## config.mk

```make
export PLATFORM = sky130hd
export DESIGN_NAME = mdsb_status_bits
export DESIGN_NICKNAME = d
export VERILOG_FILES = /design/src/hdl/mdsb_pkg.sv /design/src/hdl/mdsb_status_bits.sv
export VERILOG_INCLUDE_DIRS = /design/src /design/src/hdl
export SDC_FILE = /design/constraint.sdc
export NUM_CORES = 1
export LEC_CHECK = 0
export BUFFER_PORTS_ARGS = -buffer_cell sky130_fd_sc_hd__buf_2
export CORE_MARGIN = 3
export CORE_UTILIZATION = 45
export CTS_BUF_LIST = sky130_fd_sc_hd__clkbuf_2
export CTS_CLUSTER_SIZE = 10
export DETAILED_ROUTE_END_ITERATION = 10
export PLACE_DENSITY = 0.79
export SETUP_SLACK_MARGIN = 0.5
export SYNTH_ARGS = -nofsm -noshare
export SYNTH_HDL_FRONTEND = slang
export SYNTH_SLANG_ARGS = --single-unit
```

## constraint.sdc

```tcl
create_clock -name ref_clk -period 9.6 [get_ports ref_clk]
set_input_delay 1.92 -clock ref_clk [delete_from_list [all_inputs] [get_ports ref_clk]]
set_output_delay 1.92 -clock ref_clk [all_outputs]
set_load 0.05 [all_outputs]
```

## src/hdl/mdsb_defines.svh

```systemverilog
// Purpose: constants of the mode-dependent status bit block
// Assumes: included by bare name; definitions only
// Notes: mode codes are 8-bit, status words 16-bit
`ifndef MDSB_DEFINES_SVH
`define MDSB_DEFINES_SVH

// ----------------------------------------
// register offsets
// ----------------------------------------
`define MDSB_STATUS_WORD_OFS 16'h6041
`define MDSB_STATUS_EXT_OFS 16'h4000

// ----------------------------------------
// mode codes
// ----------------------------------------
`define MDSB_MODE_NONE 8'h00
`define MDSB_MODE_PP 8'h01
`define MDSB_MODE_HM 8'h06
`define MDSB_MODE_CSP 8'h08
`define MDSB_MODE_CSV 8'h09
`define MDSB_MODE_CST 8'h0a

// ----------------------------------------
// status word bit positions
// ----------------------------------------
`define MDSB_SW_REMOTE 9
`define MDSB_SW_B10 10
`define MDSB_SW_B12 12
`define MDSB_SW_B13 13

// ----------------------------------------
// extension word bit positions
// ----------------------------------------
`define MDSB_EX_DONE 1
`define MDSB_EX_LIMIT 4
`define MDSB_EX_VMATCH 7
`define MDSB_EX_CLOSE 8

// ----------------------------------------
// reset values
// ----------------------------------------
`define MDSB_STATUS_WORD_RST 16'h0200
`define MDSB_STATUS_EXT_RST 16'h0102
`define MDSB_MODE_RST 8'h00

`endif

```

## src/hdl/mdsb_pkg.sv

```systemverilog
// Purpose: shared types of the mode-dependent status bit block
// Assumes: nothing imported by users
// Notes: constants live in mdsb_defines.svh
package mdsb_pkg;

	// drive sequence states
	typedef enum logic [1:0] {
		ST_OFF,
		ST_RUN,
		ST_STOP,
		ST_FAULT
	} mdsb_state_t;

	// grouping of the displayed mode
	typedef enum logic [2:0] {
		CL_NONE,
		CL_PP,
		CL_HM,
		CL_CSP,
		CL_CSV,
		CL_CST
	} mdsb_class_t;

	// raw status sources from the motion core
	typedef struct packed {
		logic targetReached;
		logic setpointAck;
		logic followingError;
		logic targetIgnored;
		logic homeAttained;
		logic homingError;
		logic motionDone;
		logic positionClose;
		logic speedLimitActive;
		logic speedMatch;
	} mdsb_src_t;

	// stop causes seen by the drive
	typedef struct packed {
		logic servoOn;
		logic drivePermit;
		logic mainPowerOk;
		logic faultActive;
		logic homingRunning;
	} mdsb_cause_t;

endpackage : mdsb_pkg

```

## src/hdl/mdsb_status_bits.sv

```systemverilog
// Purpose: mode-dependent status word and extension word generation
// Assumes: all inputs synchronous to ref_clk; master writes legal modes
// Notes: words are read by the fieldbus side straight from the ports
`timescale 1ns/1ps
`include "mdsb_defines.svh"

// How it works
// - pp/hm select bits 10, 12, 13; csp bits 12, 13 only
// - csv/cst show target-ignored, bits 10/13 zero
// - position modes show done and close flags
// - speed limit in cst, speed match in csv
// - no mode: zeros, done and close ones
// - not following: cyclic modes bit 12 zero
// - not following: speed limit and match zero
// - not following in homing: hold homing bits
// - servo off starts stop, mode still shown
// - at rest display becomes no mode
// - servo-off decel in cyclic modes: bit 12 zero
// - velocity/torque force foreign bits zero
// - prohibition and power loss stop like servo off, but prohibition keeps operation enabled
// - homing run ignores drive prohibition stop
// - remote bit 9 stays one
// - servo off drops operation enabled to switched-on
// - commanded mode kept after servo-off stop
// - legal mode codes 0,1,6,8,9,10 only
// - fault states display mode zero
module mdsb_status_bits #(
	parameter int SPEED_W = 16
) (
	// clock and reset
	input wire logic ref_clk,
	input wire logic rst,
	input wire logic clkEn,
	// commanded mode write from the master
	input wire logic modeWrite,
	input wire logic [7:0] modeWriteData,
	// drive condition inputs
	input wire mdsb_pkg::mdsb_cause_t cause,
	input wire mdsb_pkg::mdsb_src_t src,
	input wire logic [SPEED_W-1:0] speedAbs,
	input wire logic [SPEED_W-1:0] restThreshold,
	// readable words
	output logic [15:0] driveStatusWord,
	output logic [15:0] driveStatusExtension,
	output logic [7:0] commandedMode,
	output logic [7:0] displayedMode,
	// drive sequence state
	output logic opEnabled,
	output logic decelStop
);

	// ----------------------------------------
	// helpers
	// ----------------------------------------

	// decode a mode code; unknown codes behave as no mode
	function automatic mdsb_pkg::mdsb_class_t modeClass(input logic [7:0] m);
		mdsb_pkg::mdsb_class_t c;
		c = mdsb_pkg::CL_NONE;
		if (m == `MDSB_MODE_PP) c = mdsb_pkg::CL_PP;
		else if (m == `MDSB_MODE_HM) c = mdsb_pkg::CL_HM;
		else if (m == `MDSB_MODE_CSP) c = mdsb_pkg::CL_CSP;
		else if (m == `MDSB_MODE_CSV) c = mdsb_pkg::CL_CSV;
		else if (m == `MDSB_MODE_CST) c = mdsb_pkg::CL_CST;
		return c;
	endfunction : modeClass

	// position modes own the done and close flags; used only for the extension done and close bits
	function automatic logic isPosition(input mdsb_pkg::mdsb_class_t c);
		return c == mdsb_pkg::CL_CSP || c == mdsb_pkg::CL_PP || c == mdsb_pkg::CL_HM;
	endfunction : isPosition

	// ----------------------------------------
	// state
	// ----------------------------------------
	mdsb_pkg::mdsb_state_t state_reg;
	mdsb_pkg::mdsb_state_t state_next;
	logic [7:0] cmdMode_reg;
	logic [7:0] cmdMode_next;
	logic [7:0] dispMode_reg;
	logic [7:0] dispMode_next;
	logic homeAtt_reg;
	logic homeAtt_next;
	logic homeErr_reg;
	logic homeErr_next;
	logic [15:0] word_reg;
	logic [15:0] word_next;
	logic [15:0] ext_reg;
	logic [15:0] ext_next;
	logic opEn_reg;
	logic opEn_next;
	logic decel_reg;
	logic decel_next;

	// combinational helpers
	mdsb_pkg::mdsb_class_t cmdClass;
	mdsb_pkg::mdsb_class_t dispClass;
	logic permitEff;
	logic stopCause;
	logic atRest;
	logic following;

	// ----------------------------------------
	// stop causes
	// ----------------------------------------

	// prohibition is masked during a homing run so homing can reverse
	assign cmdClass = modeClass(cmdMode_reg);
	assign permitEff = cause.drivePermit |
		(cmdClass == mdsb_pkg::CL_HM && cause.homingRunning);
	assign stopCause = !cause.servoOn || !cause.mainPowerOk || !permitEff;
	assign atRest = speedAbs < restThreshold;

	// ----------------------------------------
	// sequence and mode registers
	// ----------------------------------------

	// fault wins over everything; stop ends only once the motor rests
	always_comb begin
		state_next = state_reg;
		cmdMode_next = cmdMode_reg;
		if (modeWrite) begin
			cmdMode_next = modeWriteData;
		end
		unique case (state_reg)
			mdsb_pkg::ST_OFF: begin
				if (!stopCause) state_next = mdsb_pkg::ST_RUN;
			end
			mdsb_pkg::ST_RUN: begin
				if (stopCause) state_next = mdsb_pkg::ST_STOP;
			end
			mdsb_pkg::ST_STOP: begin
				if (atRest) state_next = mdsb_pkg::ST_OFF;
			end
			mdsb_pkg::ST_FAULT: begin
				if (!cause.faultActive) state_next = mdsb_pkg::ST_OFF;
			end
		endcase
		if (cause.faultActive) begin
			state_next = mdsb_pkg::ST_FAULT;
		end
	end

	// displayed mode follows the next state so word and mode agree
	always_comb begin
		unique case (state_next)
			mdsb_pkg::ST_RUN,
			mdsb_pkg::ST_STOP: dispMode_next = cmdMode_next;
			mdsb_pkg::ST_OFF: dispMode_next = `MDSB_MODE_NONE;
			mdsb_pkg::ST_FAULT: dispMode_next = `MDSB_MODE_NONE;
		endcase
	end

	// servo off leaves operation enabled at once; prohibition keeps servo on
	always_comb begin
		opEn_next = (state_next == mdsb_pkg::ST_RUN) ||
			(state_next == mdsb_pkg::ST_STOP && cause.servoOn &&
			cause.mainPowerOk);
		decel_next = state_next == mdsb_pkg::ST_STOP;
	end

	// ----------------------------------------
	// status bit selection
	// ----------------------------------------

	// bits are built from the next displayed mode so all words move together
	assign dispClass = modeClass(dispMode_next);
	assign following = state_next == mdsb_pkg::ST_RUN;

	// homing bits are sampled only while commands are followed, else held
	always_comb begin
		homeAtt_next = homeAtt_reg;
		homeErr_next = homeErr_reg;
		if (following && dispClass == mdsb_pkg::CL_HM) begin
			homeAtt_next = src.homeAttained;
			homeErr_next = src.homingError;
		end
	end

	// one word pair per cycle; anything the mode does not own stays zero, except remote bit 9, which stays one
	always_comb begin
		word_next = 16'h0000;
		ext_next = 16'h0000;
		word_next[`MDSB_SW_REMOTE] = 1'b1;
		unique case (dispClass)
			mdsb_pkg::CL_CSP: begin
				word_next[`MDSB_SW_B12] = src.targetIgnored & following;
				word_next[`MDSB_SW_B13] = src.followingError;
			end
			mdsb_pkg::CL_PP: begin
				word_next[`MDSB_SW_B10] = src.targetReached;
				word_next[`MDSB_SW_B12] = src.setpointAck;
				word_next[`MDSB_SW_B13] = src.followingError;
			end
			mdsb_pkg::CL_HM: begin
				word_next[`MDSB_SW_B10] = src.targetReached;
				word_next[`MDSB_SW_B12] = homeAtt_next;
				word_next[`MDSB_SW_B13] = homeErr_next;
			end
			mdsb_pkg::CL_CSV: begin
				word_next[`MDSB_SW_B12] = src.targetIgnored & following;
				ext_next[`MDSB_EX_VMATCH] = src.speedMatch & following;
			end
			mdsb_pkg::CL_CST: begin
				word_next[`MDSB_SW_B12] = src.targetIgnored & following;
				ext_next[`MDSB_EX_LIMIT] = src.speedLimitActive & following;
			end
			mdsb_pkg::CL_NONE: begin
				ext_next[`MDSB_EX_DONE] = 1'b1;
				ext_next[`MDSB_EX_CLOSE] = 1'b1;
			end
		endcase
		// done and close follow the sources only in the position modes; no mode shows ones, others zero
		if (isPosition(dispClass)) begin
			ext_next[`MDSB_EX_DONE] = src.motionDone;
			ext_next[`MDSB_EX_CLOSE] = src.positionClose;
		end
	end

	// ----------------------------------------
	// registers
	// ----------------------------------------

	// sequence group; clock enable freezes every flip-flop
	always_ff @(posedge ref_clk or posedge rst) begin
		if (rst) begin
			state_reg <= mdsb_pkg::ST_OFF;
			cmdMode_reg <= `MDSB_MODE_RST;
			dispMode_reg <= `MDSB_MODE_RST;
			opEn_reg <= 1'b0;
			decel_reg <= 1'b0;
		end else if (clkEn) begin
			state_reg <= state_next;
			cmdMode_reg <= cmdMode_next;
			dispMode_reg <= dispMode_next;
			opEn_reg <= opEn_next;
			decel_reg <= decel_next;
		end
	end

	// homing memory group; reads zero until a homing run has reported
	always_ff @(posedge ref_clk or posedge rst) begin
		if (rst) begin
			homeAtt_reg <= 1'b0;
			homeErr_reg <= 1'b0;
		end else if (clkEn) begin
			homeAtt_reg <= homeAtt_next;
			homeErr_reg <= homeErr_next;
		end
	end

	// status word group; registered so the master never sees a half update
	always_ff @(posedge ref_clk or posedge rst) begin
		if (rst) begin
			word_reg <= `MDSB_STATUS_WORD_RST;
			ext_reg <= `MDSB_STATUS_EXT_RST;
		end else if (clkEn) begin
			word_reg <= word_next;
			ext_reg <= ext_next;
		end
	end

	// ----------------------------------------
	// outputs
	// ----------------------------------------
	assign driveStatusWord = word_reg;
	assign driveStatusExtension = ext_reg;
	assign commandedMode = cmdMode_reg;
	assign displayedMode = dispMode_reg;
	assign opEnabled = opEn_reg;
	assign decelStop = decel_reg;

endmodule : mdsb_status_bits

```

# --- Word level (Yosys, flattened, before mapping) ---
# Cells that the tools add are included.
totals:
  reg_bits: 29
  input_bits: 59
  out_inout_bits: 50
  wordCells: 83
classes:
  order_cmp: 1
  n_eq_ne: 22
  mux: 27
  bitwise: 4
  reduce_logical: 20
op_table:
  columns: ["op", "count"]
  rows:
  - ["$eq A8 B4 Y1 const B", 6]
  - ["$mux W3", 10]
  - ["$eq A8 B1 Y1 const B", 2]
  - ["$eq A8 B3 Y1 const B", 2]
  - ["$lt A16 B16 Y1", 1]
  - ["$pmux W8 S2", 1]
  - ["$eq A3 B2 Y1 const B", 3]
  - ["$eq A2 B2 Y1 const B", 4]
  - ["$mux W1", 8]
  - ["$mux W2", 4]
  - ["$mux W8", 1]
  - ["$pmux W2 S4", 1]
  - ["$reduce_or A2 Y1", 4]
  - ["$eq A3 B3 Y1 const B", 2]
  - ["$logic_or A1 B1 Y1", 5]
  - ["$eq A2 B1 Y1 const B", 2]
  - ["$logic_and A1 B1 Y1", 4]
  - ["$logic_not A2 Y1", 2]
  - ["$and A1 B1 Y1", 3]
  - ["$eq A3 B1 Y1 const B", 1]
  - ["$logic_not A1 Y1", 3]
  - ["$logic_not A3 Y1", 1]
  - ["$pmux W1 S3", 1]
  - ["$reduce_or A3 Y1", 1]
  - ["other kinds (2)", 2]

# --- Longest topological paths before layout ---
# Gate-level depths: netlist of run 1.
logic_depth:
  ltp_word: 27
  ltp_mapped: 16
  ltp_nobuf: 15

# --- Worst setup path before layout of run 1 ---
# No wires, ideal clock.
synth_timing:
  path_type: "input to register"
  startpoint: "input port restThreshold[5]"
  endpoint: "register word_reg[12], in the netlist driveStatusWord[12]"
  setup_ns: 0.146
  arrival_ns: 4.502
  t_required_ns: 9.454
  path_slack_ns: 4.952
  stages: 16
  n_path_buf: 1
  path_cell_list: "inv_1 ha_1 a21o_1 a21o_1 a21oi_1 o31ai_1 a21oi_1 nand2_1 ha_1 buf_4 nor4b_1 a31oi_1 nor3_1 o21ai_1 a311oi_1 a311oi_1"
synth_between:
  elab_chain_cells: 17
  elab_cells_between_ends: 31
  cone_classes: "1 x order compare; 13 x eq/ne; 11 x mux; 1 x bitwise; 5 x reduce/logical"
synth_lines:
  columns: ["element", "line_no", "rtl"]
  rows:
  - ["start, declared", "mdsb_status_bits.sv:41", "input wire logic [SPEED_W-1:0] restThreshold,"]
  - ["$lt A16 B16 Y1 (*)", "mdsb_status_bits.sv:112", "assign atRest = speedAbs < restThreshold;"]
  - ["$mux W2 (*)", "mdsb_status_bits.sv:133", "if (atRest) state_next = mdsb_pkg::ST_OFF;"]
  - ["$pmux W2 S4 (*)", "mdsb_status_bits.sv:125", "unique case (state_reg)"]
  - ["$mux W2 (*)", "mdsb_status_bits.sv:139", "if (cause.faultActive) begin"]
  - ["named net state_next[1]", "mdsb_status_bits.sv:77", "mdsb_pkg::mdsb_state_t state_next;"]
  - ["$eq A2 B2 Y1, or another cell as far along", "mdsb_status_bits.sv:146", "unique case (state_next)"]
  - ["$reduce_or A2 Y1, on equally long branches", null, null]
  - ["$pmux W8 S2", "mdsb_status_bits.sv:146", null]
  - ["[2 not listed]", null, null]
  - ["$mux W3", "mdsb_status_bits.sv:63", "else if (m == `MDSB_MODE_CSV) c = mdsb_pkg::CL_CSV;"]
  - ["$mux W3", "mdsb_status_bits.sv:62", "else if (m == `MDSB_MODE_CSP) c = mdsb_pkg::CL_CSP;"]
  - ["$mux W3", "mdsb_status_bits.sv:61", "else if (m == `MDSB_MODE_HM) c = mdsb_pkg::CL_HM;"]
  - ["$mux W3", "mdsb_status_bits.sv:60", "if (m == `MDSB_MODE_PP) c = mdsb_pkg::CL_PP;"]
  - ["$eq A3 B2 Y1", "mdsb_status_bits.sv:174, mdsb_status_bits.sv:185", null]
  - ["$logic_and A1 B1 Y1", "mdsb_status_bits.sv:174", "if (following && dispClass == mdsb_pkg::CL_HM) begin"]
  - ["$mux W1", "mdsb_status_bits.sv:174", null]
  - ["$pmux W1 S3 (*)", "mdsb_status_bits.sv:185", "unique case (dispClass)"]
  - ["end signal, assigned", "mdsb_status_bits.sv:255", "word_reg <= `MDSB_STATUS_WORD_RST;"]
  - ["end signal, assigned", "mdsb_status_bits.sv:258", "word_reg <= word_next;"]
  - ["end, declared", "mdsb_status_bits.sv:86", "logic [15:0] word_reg;"]
# Mark *: on every way through the listed nets, which the timed path passes. The rest lies on a longest branch.
# A chain may end at the register's enable or synchronous reset.

# --- Final worst setup path of run 1 ---
layout_timing:
  startpoint: "input port speedAbs[5]"
  endpoint: "register word_reg[12], in the netlist driveStatusWord[12]"
layout_between:
  elab_chain_cells: 17
  elab_cells_between_ends: 31
  cone_classes: "1 x order compare; 13 x eq/ne; 11 x mux; 1 x bitwise; 5 x reduce/logical"
layout_lines:
  columns: ["element", "line_no", "rtl"]
  rows:
  - ["start, declared", "mdsb_status_bits.sv:40", "input wire logic [SPEED_W-1:0] speedAbs,"]
  - ["$lt A16 B16 Y1 (*)", "mdsb_status_bits.sv:112", null]
  - ["$mux W2 (*)", "mdsb_status_bits.sv:133", null]
  - ["$pmux W2 S4 (*)", "mdsb_status_bits.sv:125", null]
  - ["$mux W2 (*)", "mdsb_status_bits.sv:139", null]
  - ["named net state_next[1]", "mdsb_status_bits.sv:77", null]
  - ["$eq A2 B2 Y1, or another cell as far along", "mdsb_status_bits.sv:146", null]
  - ["$reduce_or A2 Y1, on equally long branches", null, null]
  - ["$pmux W8 S2", "mdsb_status_bits.sv:146", null]
  - ["[2 not listed]", null, null]
  - ["$mux W3", "mdsb_status_bits.sv:63", null]
  - ["$mux W3", "mdsb_status_bits.sv:62", null]
  - ["$mux W3", "mdsb_status_bits.sv:61", null]
  - ["$mux W3", "mdsb_status_bits.sv:60", null]
  - ["$eq A3 B2 Y1", "mdsb_status_bits.sv:174, mdsb_status_bits.sv:185", null]
  - ["$logic_and A1 B1 Y1", "mdsb_status_bits.sv:174", null]
  - ["$mux W1", "mdsb_status_bits.sv:174", null]
  - ["$pmux W1 S3 (*)", "mdsb_status_bits.sv:185", null]
# Marked as above.

==> results of run 1 <==
==> per-layer routing <==
| metal | wire (um) | track usage, % | up-vias |
|---|---|---|---|
| li1 | - | - | 946 |
| met1 | 2270 | 23.2 | 873 |
| met2 | 2500 | 30.9 | 75 |
| met3 | 414 | 6.64 | 6 |
| met4 | 71 | 5.98 | 0 |
| met5 | 0 | 0 | - |
==> cell type report <==
class	instances	area [um2]	area share (%)
clock inverter	3	65.1	2.46
sequential	29	728	27.5
multi-input combinational	172	1250	47.1
inverter	23	86.3	3.26
timing repair buffer	83	415	15.7
tap	65	81.3	3.07
clock buffer	5	25.0	0.944
==> path summary, 6_finish.rpt <==
check,startpoint,depth (start not counted),end
worst max register to register,commandedMode[7]$_DFFE_PP0P_,13,driveStatusWord[12]$_DFFE_PP0P_
worst min register to register,driveStatusExtension[8]$_DFFE_PP1P_,1,driveStatusExtension[8]$_DFFE_PP1P_
min in group asynchronous,rst,2,displayedMode[2]$_DFFE_PP0P_
worst min-delay path,driveStatusExtension[8]$_DFFE_PP1P_,1,driveStatusExtension[8]$_DFFE_PP1P_
worst max-delay path,speedAbs[5],15,driveStatusWord[12]$_DFFE_PP0P_
max in group asynchronous,rst,2,driveStatusWord[13]$_DFFE_PP0P_
==> kinds of logic after synthesis <==
| group | Yosys count |
|---|---|
| muxes | 19 |
| AOI/OAI and AO/OA | 56 |
| DFF | 29 |
| buffers and inverters | 55 |
| other | 2 |
| adders and majority gates | 17 |
| and+or+nand+nor | 55 |
==> cells in the final DEF (no fill, tap or decap), types with 5 or more instances in the layout <==
cell type | synthesis | final
buf_2 | 1 | 83
dfrtp_1 | 27 | 27
conb_1 | 2 | 25
inv_1 | 23 | 23
ha_1 | 17 | 17
nor2_1 | 14 | 14
a21oi_1 | 11 | 11
mux2i_1 | 10 | 10
a21o_1 | 10 | 10
o2bb2ai_1 | 9 | 9
nand2_1 | 7 | 7
mux2_2 | 7 | 7
nor3_1 | 6 | 6
clkbuf_2 | 0 | 5
==> power by group <==
part	switching [W]	leakage (nW)	internal, W	total (W)
logic	0.000116	1.05	0.0000472	0.000163
clock network	0.0000467	0.0529	0.0000698	0.000117
registers	0.0000125	0.362	0.000137	0.000150
total	0.000175	1.47	0.000254	0.000430
==> metrics by stage <==
step	instance area, um2	util (%)	instances	power, W
detailed placement	2560	56.5	372	0.000316
global placement	2560	56.5	372	0.000312
finish	2650	58.4	380	0.000430
CTS	2650	58.4	380	0.000433
global route	2650	58.4	380	0.000455
floorplan	2290	-	256	0.000283
==> results.md, run 1 <==
- Die width: between 70 and 80 um
- Final GP Congestion: between 0.8 and 0.9
- Synth Instances: about 230
- TNS Setup: 0 ns
- Simple-Gate Fraction of Synth Area: around 14%
- Status: completed
- Worst Max-Slew Pin Slew: about 1.1 ns
- PnR worst setup slack: between 4 and 5 ns
- Die Area: a little under 6000 um2
- Slowest-stage cell, CP: ha_1
- GRT overflow: 0
- Initial DRC count: just over 50
- Total Nets Final: 390
- Io pins: 109
- Clock-pin slew on the worst setup and hold paths: 0.16 ns
- Via count: between 1500 and 2000
- Adder-cell area share of the yosys netlist: under 10%
- Largest family of logic cells by synthesized area: compound AO/OA/AOI/OAI gates
- Tmin final: 4.73 ns
- Antenna viol nets, final: 0
- First-pass GRT wire length: between 9 and 10 mm
- Area share of the largest cell type after synthesis: between 30% and 40%
- Hold Slack: 0.490 ns
- Reg-to-reg setup timing slack: 5.74 ns
- Routed WL: ~5.3 mm
- YS warnings: 0
- Endpoints failing setup: 0
- Element type at the critical path end: register
- Compound-Gate Fraction of Synth Area: between 10% and 20%
- Hold Path Class: reg2reg
- Worst EP required: approximately 9.9 ns
- Maxcap violations: 0
- First-pass DRT Iterations: 4
- Post-synth EDFFs: 0
- Depth of the CTS H-tree: 2
- RSZ-0062 raised after global routing: no
- Rel. slew slack: between 20% and 30%
- Prevailing post-synth register cell: dfrtp_1
- # DRC: 0
- Area contributors post-synth: dfrtp_1 31%, ha_1 9.7%, buf_4 9.2%, mux2i_1 4.6%, inv_1 3.9%
- CTS tree: yes
- Cell Area, Synth: approximately 2200 um2
- Critical Path AT: roughly 5.0 ns
- FFs w/ async S/R, synth: 100%
- Largest net degree at the start of global routing: 30
- Place WS: between 4 and 5 ns
- Total GRT Usage: approximately a fifth
- XOR/XNOR Fraction of Synth Area: 0%
- Area leader, netlist: dfrtp_1
- Worst clock skew: roughly 0.030 ns
- Post-synth cell types: 53
- Post-DP HPWL: approximately 4.2 mm
- Fin. max-slew vios: 0
- Clock latency on the worst-skew pair: ~0.39 ns
- CP Cell Sequence: buf_2, ha_1, a21o_1, a21o_1, a21oi_1, o31ai_1, a21oi_1, nand2_1, ha_1, nor2b_1, a31oi_1, nor3_1, o21ai_1, a311oi_1, a311oi_1
- Vias in the first global route: 1961
- CP Launch Type: input pin
- Area delta synth->final: 20.5%
- CTS resizes: 0
- Ant. Diodes: 0
- Register area share after synthesis: 33.1%
- Avg Cell Area, Syn: roughly 9.4 um2
- Initial antenna violation count: 0
- Final Hold Viols: 0
- P per Cell Area: 162 nW/um2
- Port buffer count: 83
- Leak: 1.47 nW
- Total CTS buffers: 5
- Initial Util: between 40 and 50%
- Worst Path Buf+Inv: 1
- Hold-fix buffers at CTS: 0
- Core Box Area: 4530 um2
- Num rows: 24
- Post-synth top cells: 27 x buf_4, 27 x dfrtp_1, 23 x inv_1, 17 x ha_1, 14 x nor2_1
- Fmax: roughly 0.21 GHz
- Largest delay share family, worst path: compound AO/OA/AOI/OAI gates
- Worst stage delay on the critical path: about 0.44 ns
- Max VDD drop: 107 uV
- Clk root buf: clkbuf_2
- Setup bufs post-CTS: 0
- # clock sinks: 29
- Seq cells post-synth: 29
- Layout cells sized above 1: between 30% and 40%
- Drt via density: roughly 5.0
- CP Class: in2reg
- Worst-path fanout max: 13
- Wire per inst: 13.8 um
- Fill cell count: around 410
- Final worst-path cycle share: slightly below 50%
- Mux cell area share after synthesis: 9.16%
- CTS Buffer Depth: 2
- Height of the die: between 70 and 80 um
(Power assumes the default switching activity.)
==> run 2, diff against run 1 <==
- clock period: 9.6 -> 4.79 ns (I/O delays scaled with it)
==> run 2 against run 1 <==
  * Routed wire length shrank 2.4%
  * Worst setup slack lost 3.9 ns
  * Flip-flop and latch count is the same
  * First-iteration DRC count grew 73%
  * Global-route usage shrank 1.1 points
  * Clock power shrank 3%
  * Sequential share of layout area grew 0.60 points
  * Core utilization shrank 1.2 points
  * Critical endpoint unchanged
  * Via count is essentially flat
==> results.md, run 2 (synthesized netlist as in run 1, its figures left out) <==
- Worst stage delay on the critical path: 0.44 ns (about the same)
- Worst EP required: 5.02 ns (-4.83 ns)
- Post-route cell area: 2590 um2 (-2.1%)
- CTS resizes: 0 (unchanged)
- Hold Path Class: reg2reg
- Max VDD drop: 230 uV (+120%)
- Area delta synth->final: 17.9%
- Height of the die: 75.9 um (unchanged)
- Final Hold Viols: 0 (unchanged)
- Via count: 1899 (-0.053%)
- # clock sinks: 29 (unchanged)
- CP Launch Type: input pin
- Depth of the CTS H-tree: 2 (unchanged)
- GRT overflow: 0 (unchanged)
- Antenna viol nets, final: 0 (unchanged)
- Placed Area: 2560 um2 (unchanged)
- Layout cells sized above 1: 33.4% (-0.53 points)
- Vias in the first global route: 1917 (-2.2%)
- Critical Path AT: 4.01 ns (-0.98 ns)
- Port buffer count: 83 (unchanged)
- Drt via density: 5.01 (+0.21%)
- Total Nets Final: 390 (unchanged)
- Initial antenna violation count: 0 (unchanged)
- # DRC: 0 (unchanged)
- Maxcap violations: 0 (unchanged)
- Global routing usage on met3: 4.38% (-2.3 points)
- Element type at the critical path end: register
- Die width: 75.9 um (unchanged)
- Final worst-path cycle share: 78.9%
- Origin of the critical flop-to-flop path: commandedMode[7]$_DFFE_PP0P_
- Top Usage Layer GRT: met2
- Io pins: 109 (unchanged)
- Largest net degree at the start of global routing: 30 (unchanged)
- Commonest non-fill, non-tap cell in the layout: buf_2
- Slowest-stage cell, CP: ha_1
- Status: completed
- Total CTS buffers: 5 (unchanged)
- Most frequent cells in the layout: 83 x buf_2, 27 x dfrtp_1, 25 x conb_1
- Initial Util: 48.5% (unchanged)
- Endpoints failing setup: 0 (unchanged)
- Clock latency on the worst-skew pair: 0.35 ns (-0.04 ns)
- Initial DRC count: 88 (+73%)
- RSZ-0062 raised after global routing: no
- Die Area: 5760 um2 (unchanged)
- CP Class: in2reg
- CTS Buffer Depth: 2 (unchanged)
- Setup bufs post-CTS: 0 (unchanged)
- Tmin final: 3.78 ns
- Fmax: roughly 0.26 GHz
- Num rows: 24 (unchanged)
- Crit path launch: speedAbs[5]
- Rel. slew slack: 26.9% (+1.1 points)
- Total GRT Usage: 17.7% (-1.1 points)
- First-pass GRT wire length: 8.56 mm (-5.0%)
- Hold-fix buffers at CTS: 0 (unchanged)
- P per Cell Area: 285 nW/um2 (+76%)
- Leak: 1.44 nW (-1.8%)
- Clk root buf: clkbuf_2
- Final GP Congestion: 0.813 (unchanged)
- Reg-to-reg setup timing slack: 1.02 ns (-4.72 ns)
- CTS tree: yes
- Core Box Area: 4530 um2 (unchanged)
- TNS Setup: 0 ns (unchanged)
- Fill cell count: 406 (-1.9%)
- First-pass DRT Iterations: 4 (unchanged)
- Wire per inst: 13.5 um (-2.1%)
- Storage cell area: 728 um2 (unchanged)
- Multi-input combinational cell area: 1250 um2 (unchanged)
- Fin. max-slew vios: 0 (unchanged)
- Hold Crit Start: driveStatusExtension[8]$_DFFE_PP1P_
- Worst Max-Slew Pin Slew: 1.09 ns (-0.0169 ns)
- Worst clock skew: 0.0131 ns (-0.0167 ns)
- CP Cell Sequence: buf_2, ha_1, a21o_1, a21o_1, a21oi_1, o31ai_1, a21oi_1, nand2_1, ha_1, nor2b_1, a31oi_1, nor3_1, o21ai_1, a311oi_1, a311oi_1
- Clock-pin slew on the worst setup and hold paths: 0.14 ns (-0.02 ns)
- Routed WL: 5.13 mm (-2.4%)
- M2 GR Usage: 30.1% (-0.89 points)
- Post-DP HPWL: 4.15 mm (-1.6%)
- GR met1 Demand/Resource: 22.6% (-0.56 points)
- Ant. Diodes: 0 (unchanged)
- Worst-path fanout max: 13 (unchanged)
==> run 2: cell count changes in the layout (fill, tap and decap cells not counted), sizes merged <==
cell    delta
clkbuf     +1
bufinv     -2
==> run 2: area by class of cell <==
cell class / count / share of cell area, %
inverters: 23 / 3.33
well taps: 65 / 3.14
clock inverters: 1 / 0.145
multi-input cells: 172 / 48.1
repair buffers: 83 / 16.0
flip-flops and latches: 29 / 28.1
clock buffers: 6 / 1.16
==> run 2: through the flow <==
| stage | util (%) | cells | worst slack [ns] | hold slack (ns) | power (W) |
|---|---|---|---|---|---|
| 2_1_floorplan | - | 256 | 1.10 | 0.457 | 0.000567 |
| 3_3_place_gp | 56.5 | 372 | 0.793 | 0.462 | 0.000626 |
| 3_5_place_dp | 56.5 | 372 | 0.608 | 0.469 | 0.000632 |
| 4_1_cts | 57.2 | 379 | 0.979 | 0.487 | 0.000747 |
| 5_1_grt | 57.2 | 379 | 0.691 | 0.501 | 0.000786 |
| 6_report | 57.2 | 379 | 1.01 | 0.485 | 0.000740 |
==> run 2: metal layers <==
| metal | routed length [um] | vias to the layer above |
|---|---|---|
| met4 | 44 | 0 |
| met3 | 394 | 5 |
| met5 | 0 | - |
| met2 | 2450 | 82 |
| met1 | 2240 | 866 |
| li1 | - | 946 |
==> run 2: power breakdown <==
group | switching (W) | total, W | internal (W) | leakage (nW)
sequential | 0.0000248 | 0.000300 | 0.000275 | 0.362
combinational | 0.000232 | 0.000327 | 0.0000945 | 1.05
clock | 0.0000788 | 0.000113 | 0.0000340 | 0.0265
total | 0.000336 | 0.000740 | 0.000404 | 1.44
==> run 2: final timing paths <==
path,endpoint,cells after the start
max in group asynchronous,driveStatusWord[10]$_DFFE_PP0P_,2
min,driveStatusExtension[8]$_DFFE_PP1P_,1
max reg2reg,driveStatusWord[12]$_DFFE_PP0P_,13
min reg2reg,driveStatusExtension[8]$_DFFE_PP1P_,1
min in group asynchronous,driveStatusExtension[4]$_DFFE_PP0P_,2
max,driveStatusWord[12]$_DFFE_PP0P_,15
==> run 2: worst max-delay path: cells and delay by family <==
family          cells  cell delay, ns
compound gates      9            1.55
simple gates        3            0.65
buf+inv             1            0.10
fa+ha+maj           2            0.73
==> run 3, diff against run 2 <==
- clock period: 4.79 -> 3.7 ns (I/O delays scaled with it)
==> run 3 against run 2 <==
  * Total power increased by 48%
  * Register-to-register slack got worse by 0.52 ns
  * Hold slack improved by 0.0071 ns
  * Critical endpoint is now driveStatusExtension[4]$_DFFE_PP0P_
==> results.md, run 3 (synthesized netlist as in run 1, its figures left out) <==
- Reg-to-reg setup timing slack: 0.50 ns (-0.52 ns)
- Endpoints failing setup: 0 (unchanged)
- Layout cells sized above 1: 42.5% (+9.1 points)
- Tmin final: about 3.2 ns
- Path depth of the worst reg2reg path: 13 (unchanged)
- Worst Max-Slew Pin Slew: 1.09 ns (-0.00430 ns)
- Clock latency on the worst-skew pair: 0.39 ns (+0.04 ns)
- Critical Path End: driveStatusExtension[4]$_DFFE_PP0P_
- Antenna viol nets, final: 0 (unchanged)
- Final worst-path cycle share: between 80% and 90%
- Critical Path AT: 3.50 ns (-0.51 ns)
- Wire per inst: 14.2 um (+5.1%)
- Worst stage delay on the critical path: 0.58 ns (+0.14 ns)
- Ant. Diodes: 0 (unchanged)
- CP Launch Type: register
- RSZ-0062 raised after global routing: yes
- Post-route cell area: 2830 um2 (+9.0%)
- Port buffer count: 83 (unchanged)
- Total GRT Usage: 18.2% (+0.44 points)
- Maxcap violations: 0 (unchanged)
- CTS Buffer Depth: 2 (unchanged)
- Clock-pin slew on the worst setup and hold paths: 0.16 ns (+0.02 ns)
- P per Cell Area: 388 nW/um2 (+36%)
- Initial DRC count: 108 (+23%)
- Via count: 1937 (+2.0%)
- Largest delay share family, worst path: simple AND/OR/NAND/NOR gates
- Core Box Area: 4530 um2 (unchanged)
- Total CTS buffers: 5 (unchanged)
- # clock sinks: 29 (unchanged)
- Die Area: 5760 um2 (unchanged)
- Fill cell count: 378 (-6.9%)
- Hold Path Class: reg2reg
- Num rows: 24 (unchanged)
- Initial Util: 48.5% (unchanged)
- Critical Path Stages: 13 (-2)
- CP Class: reg2reg
- Rel. slew slack: 27.2% (+0.29 points)
- Die width: 75.9 um (unchanged)
- Height of the die: 75.9 um (unchanged)
- Reg2reg end: driveStatusExtension[4]$_DFFE_PP0P_
- Placed Area: 2630 um2 (+2.9%)
- Max VDD drop: 245 uV (+6.4%)
- Fin. max-slew vios: 0 (unchanged)
- First-pass DRT Iterations: 4 (unchanged)
- Worst clock skew: 0.0168 ns (+0.00369 ns)
- Status: completed
- CP Cell Sequence: or4_4, nor4_4, o211a_1, nor3b_2, nor2_2, nand2_2, ha_4, nor4b_4, a31oi_2, o21ba_4, o21a_1, and3_1, a22o_1
- Final GP Congestion: 0.867 (+6.6%)
- # DRC: 0 (unchanged)
- Element type at the critical path end: register
- Initial antenna violation count: 0 (unchanged)
- Met1 WL: 2.31 mm (+3.3%)
- Hold-fix buffers at CTS: 0 (unchanged)
- Wire length on met3: 498 um (+26%)
- Largest net degree at the start of global routing: 30 (unchanged)
- Commonest non-fill, non-tap cell in the layout: buf_2
- Routed WL: 5.51 mm (+7.3%)
- GRT overflow: 0 (unchanged)
- Total Nets Final: 397 (+1.8%)
- Worst-path fanout max: 8 (-5)
- Area delta synth->final: 28.6%
- Slowest-stage cell, CP: or4_4
- TNS Setup: 0 ns (unchanged)
- Metal2 WL: 2.63 mm (+7.1%)
- Origin of the critical flop-to-flop path: commandedMode[7]$_DFFE_PP0P_
- Worst EP required: 4.00 ns (-1.02 ns)
- Depth of the CTS H-tree: 2 (unchanged)
- Leak: 1.51 nW (+4.9%)
- Io pins: 109 (unchanged)
- Crit path launch: commandedMode[7]$_DFFE_PP0P_
- Most frequent cells in the layout: 83 x buf_2, 25 x conb_1, 24 x dfrtp_1
- Vias in the first global route: 1820 (-5.1%)
- First-pass GRT wire length: 8.55 mm (about the same)
- Clk root buf: clkbuf_2
- Worst Path Buf+Inv: 0 (-1)
- Final Hold Viols: 0 (unchanged)
- CTS tree: yes
- Fmax: ~0.31 GHz
- Top routing layer used: met4
- Post-DP HPWL: 4.12 mm (-0.61%)
- Drt via density: 5.01 (-0.11%)
-- run 3: cell types whose count changed in the layout (fill, tap and decap cells not counted), sizes merged --
cell,change
bufinv,+1
buf,+7
-- run 3: report_power, final --
part           switching, W  leakage [nW]  total, W  internal (W)
Clock              0.000122        0.0430  0.000238      0.000116
Sequential        0.0000343         0.359  0.000392      0.000357
Combinational      0.000321          1.11  0.000467      0.000147
Total              0.000476          1.51   0.00110      0.000621
-- run 3: worst min-delay path by stage --
stage	startpoint	endpoint	slack, ns	depth (start not counted)
6_report	driveStatusExtension[1]$_DFFE_PP1P_	driveStatusExtension[1]$_DFFE_PP1P_	0.49	1
4_1_cts	driveStatusExtension[1]$_DFFE_PP1P_	driveStatusExtension[1]$_DFFE_PP1P_	0.50	1
2_1_floorplan	homeAtt_reg$_DFFE_PP0P_	homeAtt_reg$_DFFE_PP0P_	0.46	1
3_3_place_gp	displayedMode[3]$_DFFE_PP0P_	displayedMode[3]$_DFFE_PP0P_	0.46	1
3_5_place_dp	displayedMode[3]$_DFFE_PP0P_	displayedMode[3]$_DFFE_PP0P_	0.46	1
5_1_grt	driveStatusExtension[8]$_DFFE_PP1P_	driveStatusExtension[8]$_DFFE_PP1P_	0.51	1
-- run 3: per-layer routing --
metal	vias to the layer above	global-route usage [%]
met2	95	28.9
li1	963	-
met5	-	0
met4	0	6.52
met1	872	23.5
met3	7	5.33
-- run 3: what timing repair did --
item / 4_1_cts / 5_1_grt
pin swaps: 1 / 11
setup buffers: 1 / 5
resized for setup: 4 / 13
endpoints found under the setup margin: 9 / 9
-- run 3: metrics by stage --
step / setup WS [ns] / hold WS (ns) / power, W / util (%) / std cells
6_report: 0.495 / 0.492 / 0.00110 / 62.4 / 387
5_1_grt: 0.360 / 0.512 / 0.00115 / 62.4 / 387
4_1_cts: 0.509 / 0.497 / 0.00107 / 60.0 / 382
3_5_place_dp: 0.172 / 0.461 / 0.000833 / 58.1 / 373
3_3_place_gp: 0.233 / 0.463 / 0.000824 / 58.1 / 373
2_1_floorplan: 0.502 / 0.457 / 0.000745 / - / 256
-- run 3: worst reg2reg max path: cells and delay by family (launching register included) --
family / cells / cell delay (ns)
compound gates: 5 / 1.05
flops: 1 / 0.43
fa+ha+maj: 1 / 0.35
simple gates: 7 / 1.27
-- run 3: cell type report --
cell class	count	area (um2)	share of cell area [%]
Clock buffer	6	30.0	1.06
Timing Repair Buffer	90	468	16.5
Tap cell	65	81.3	2.88
Multi-Input combinational cell	172	1400	49.3
Clock inverter	2	35.0	1.24
Inverter	23	86.3	3.05
Sequential cell	29	732	25.9
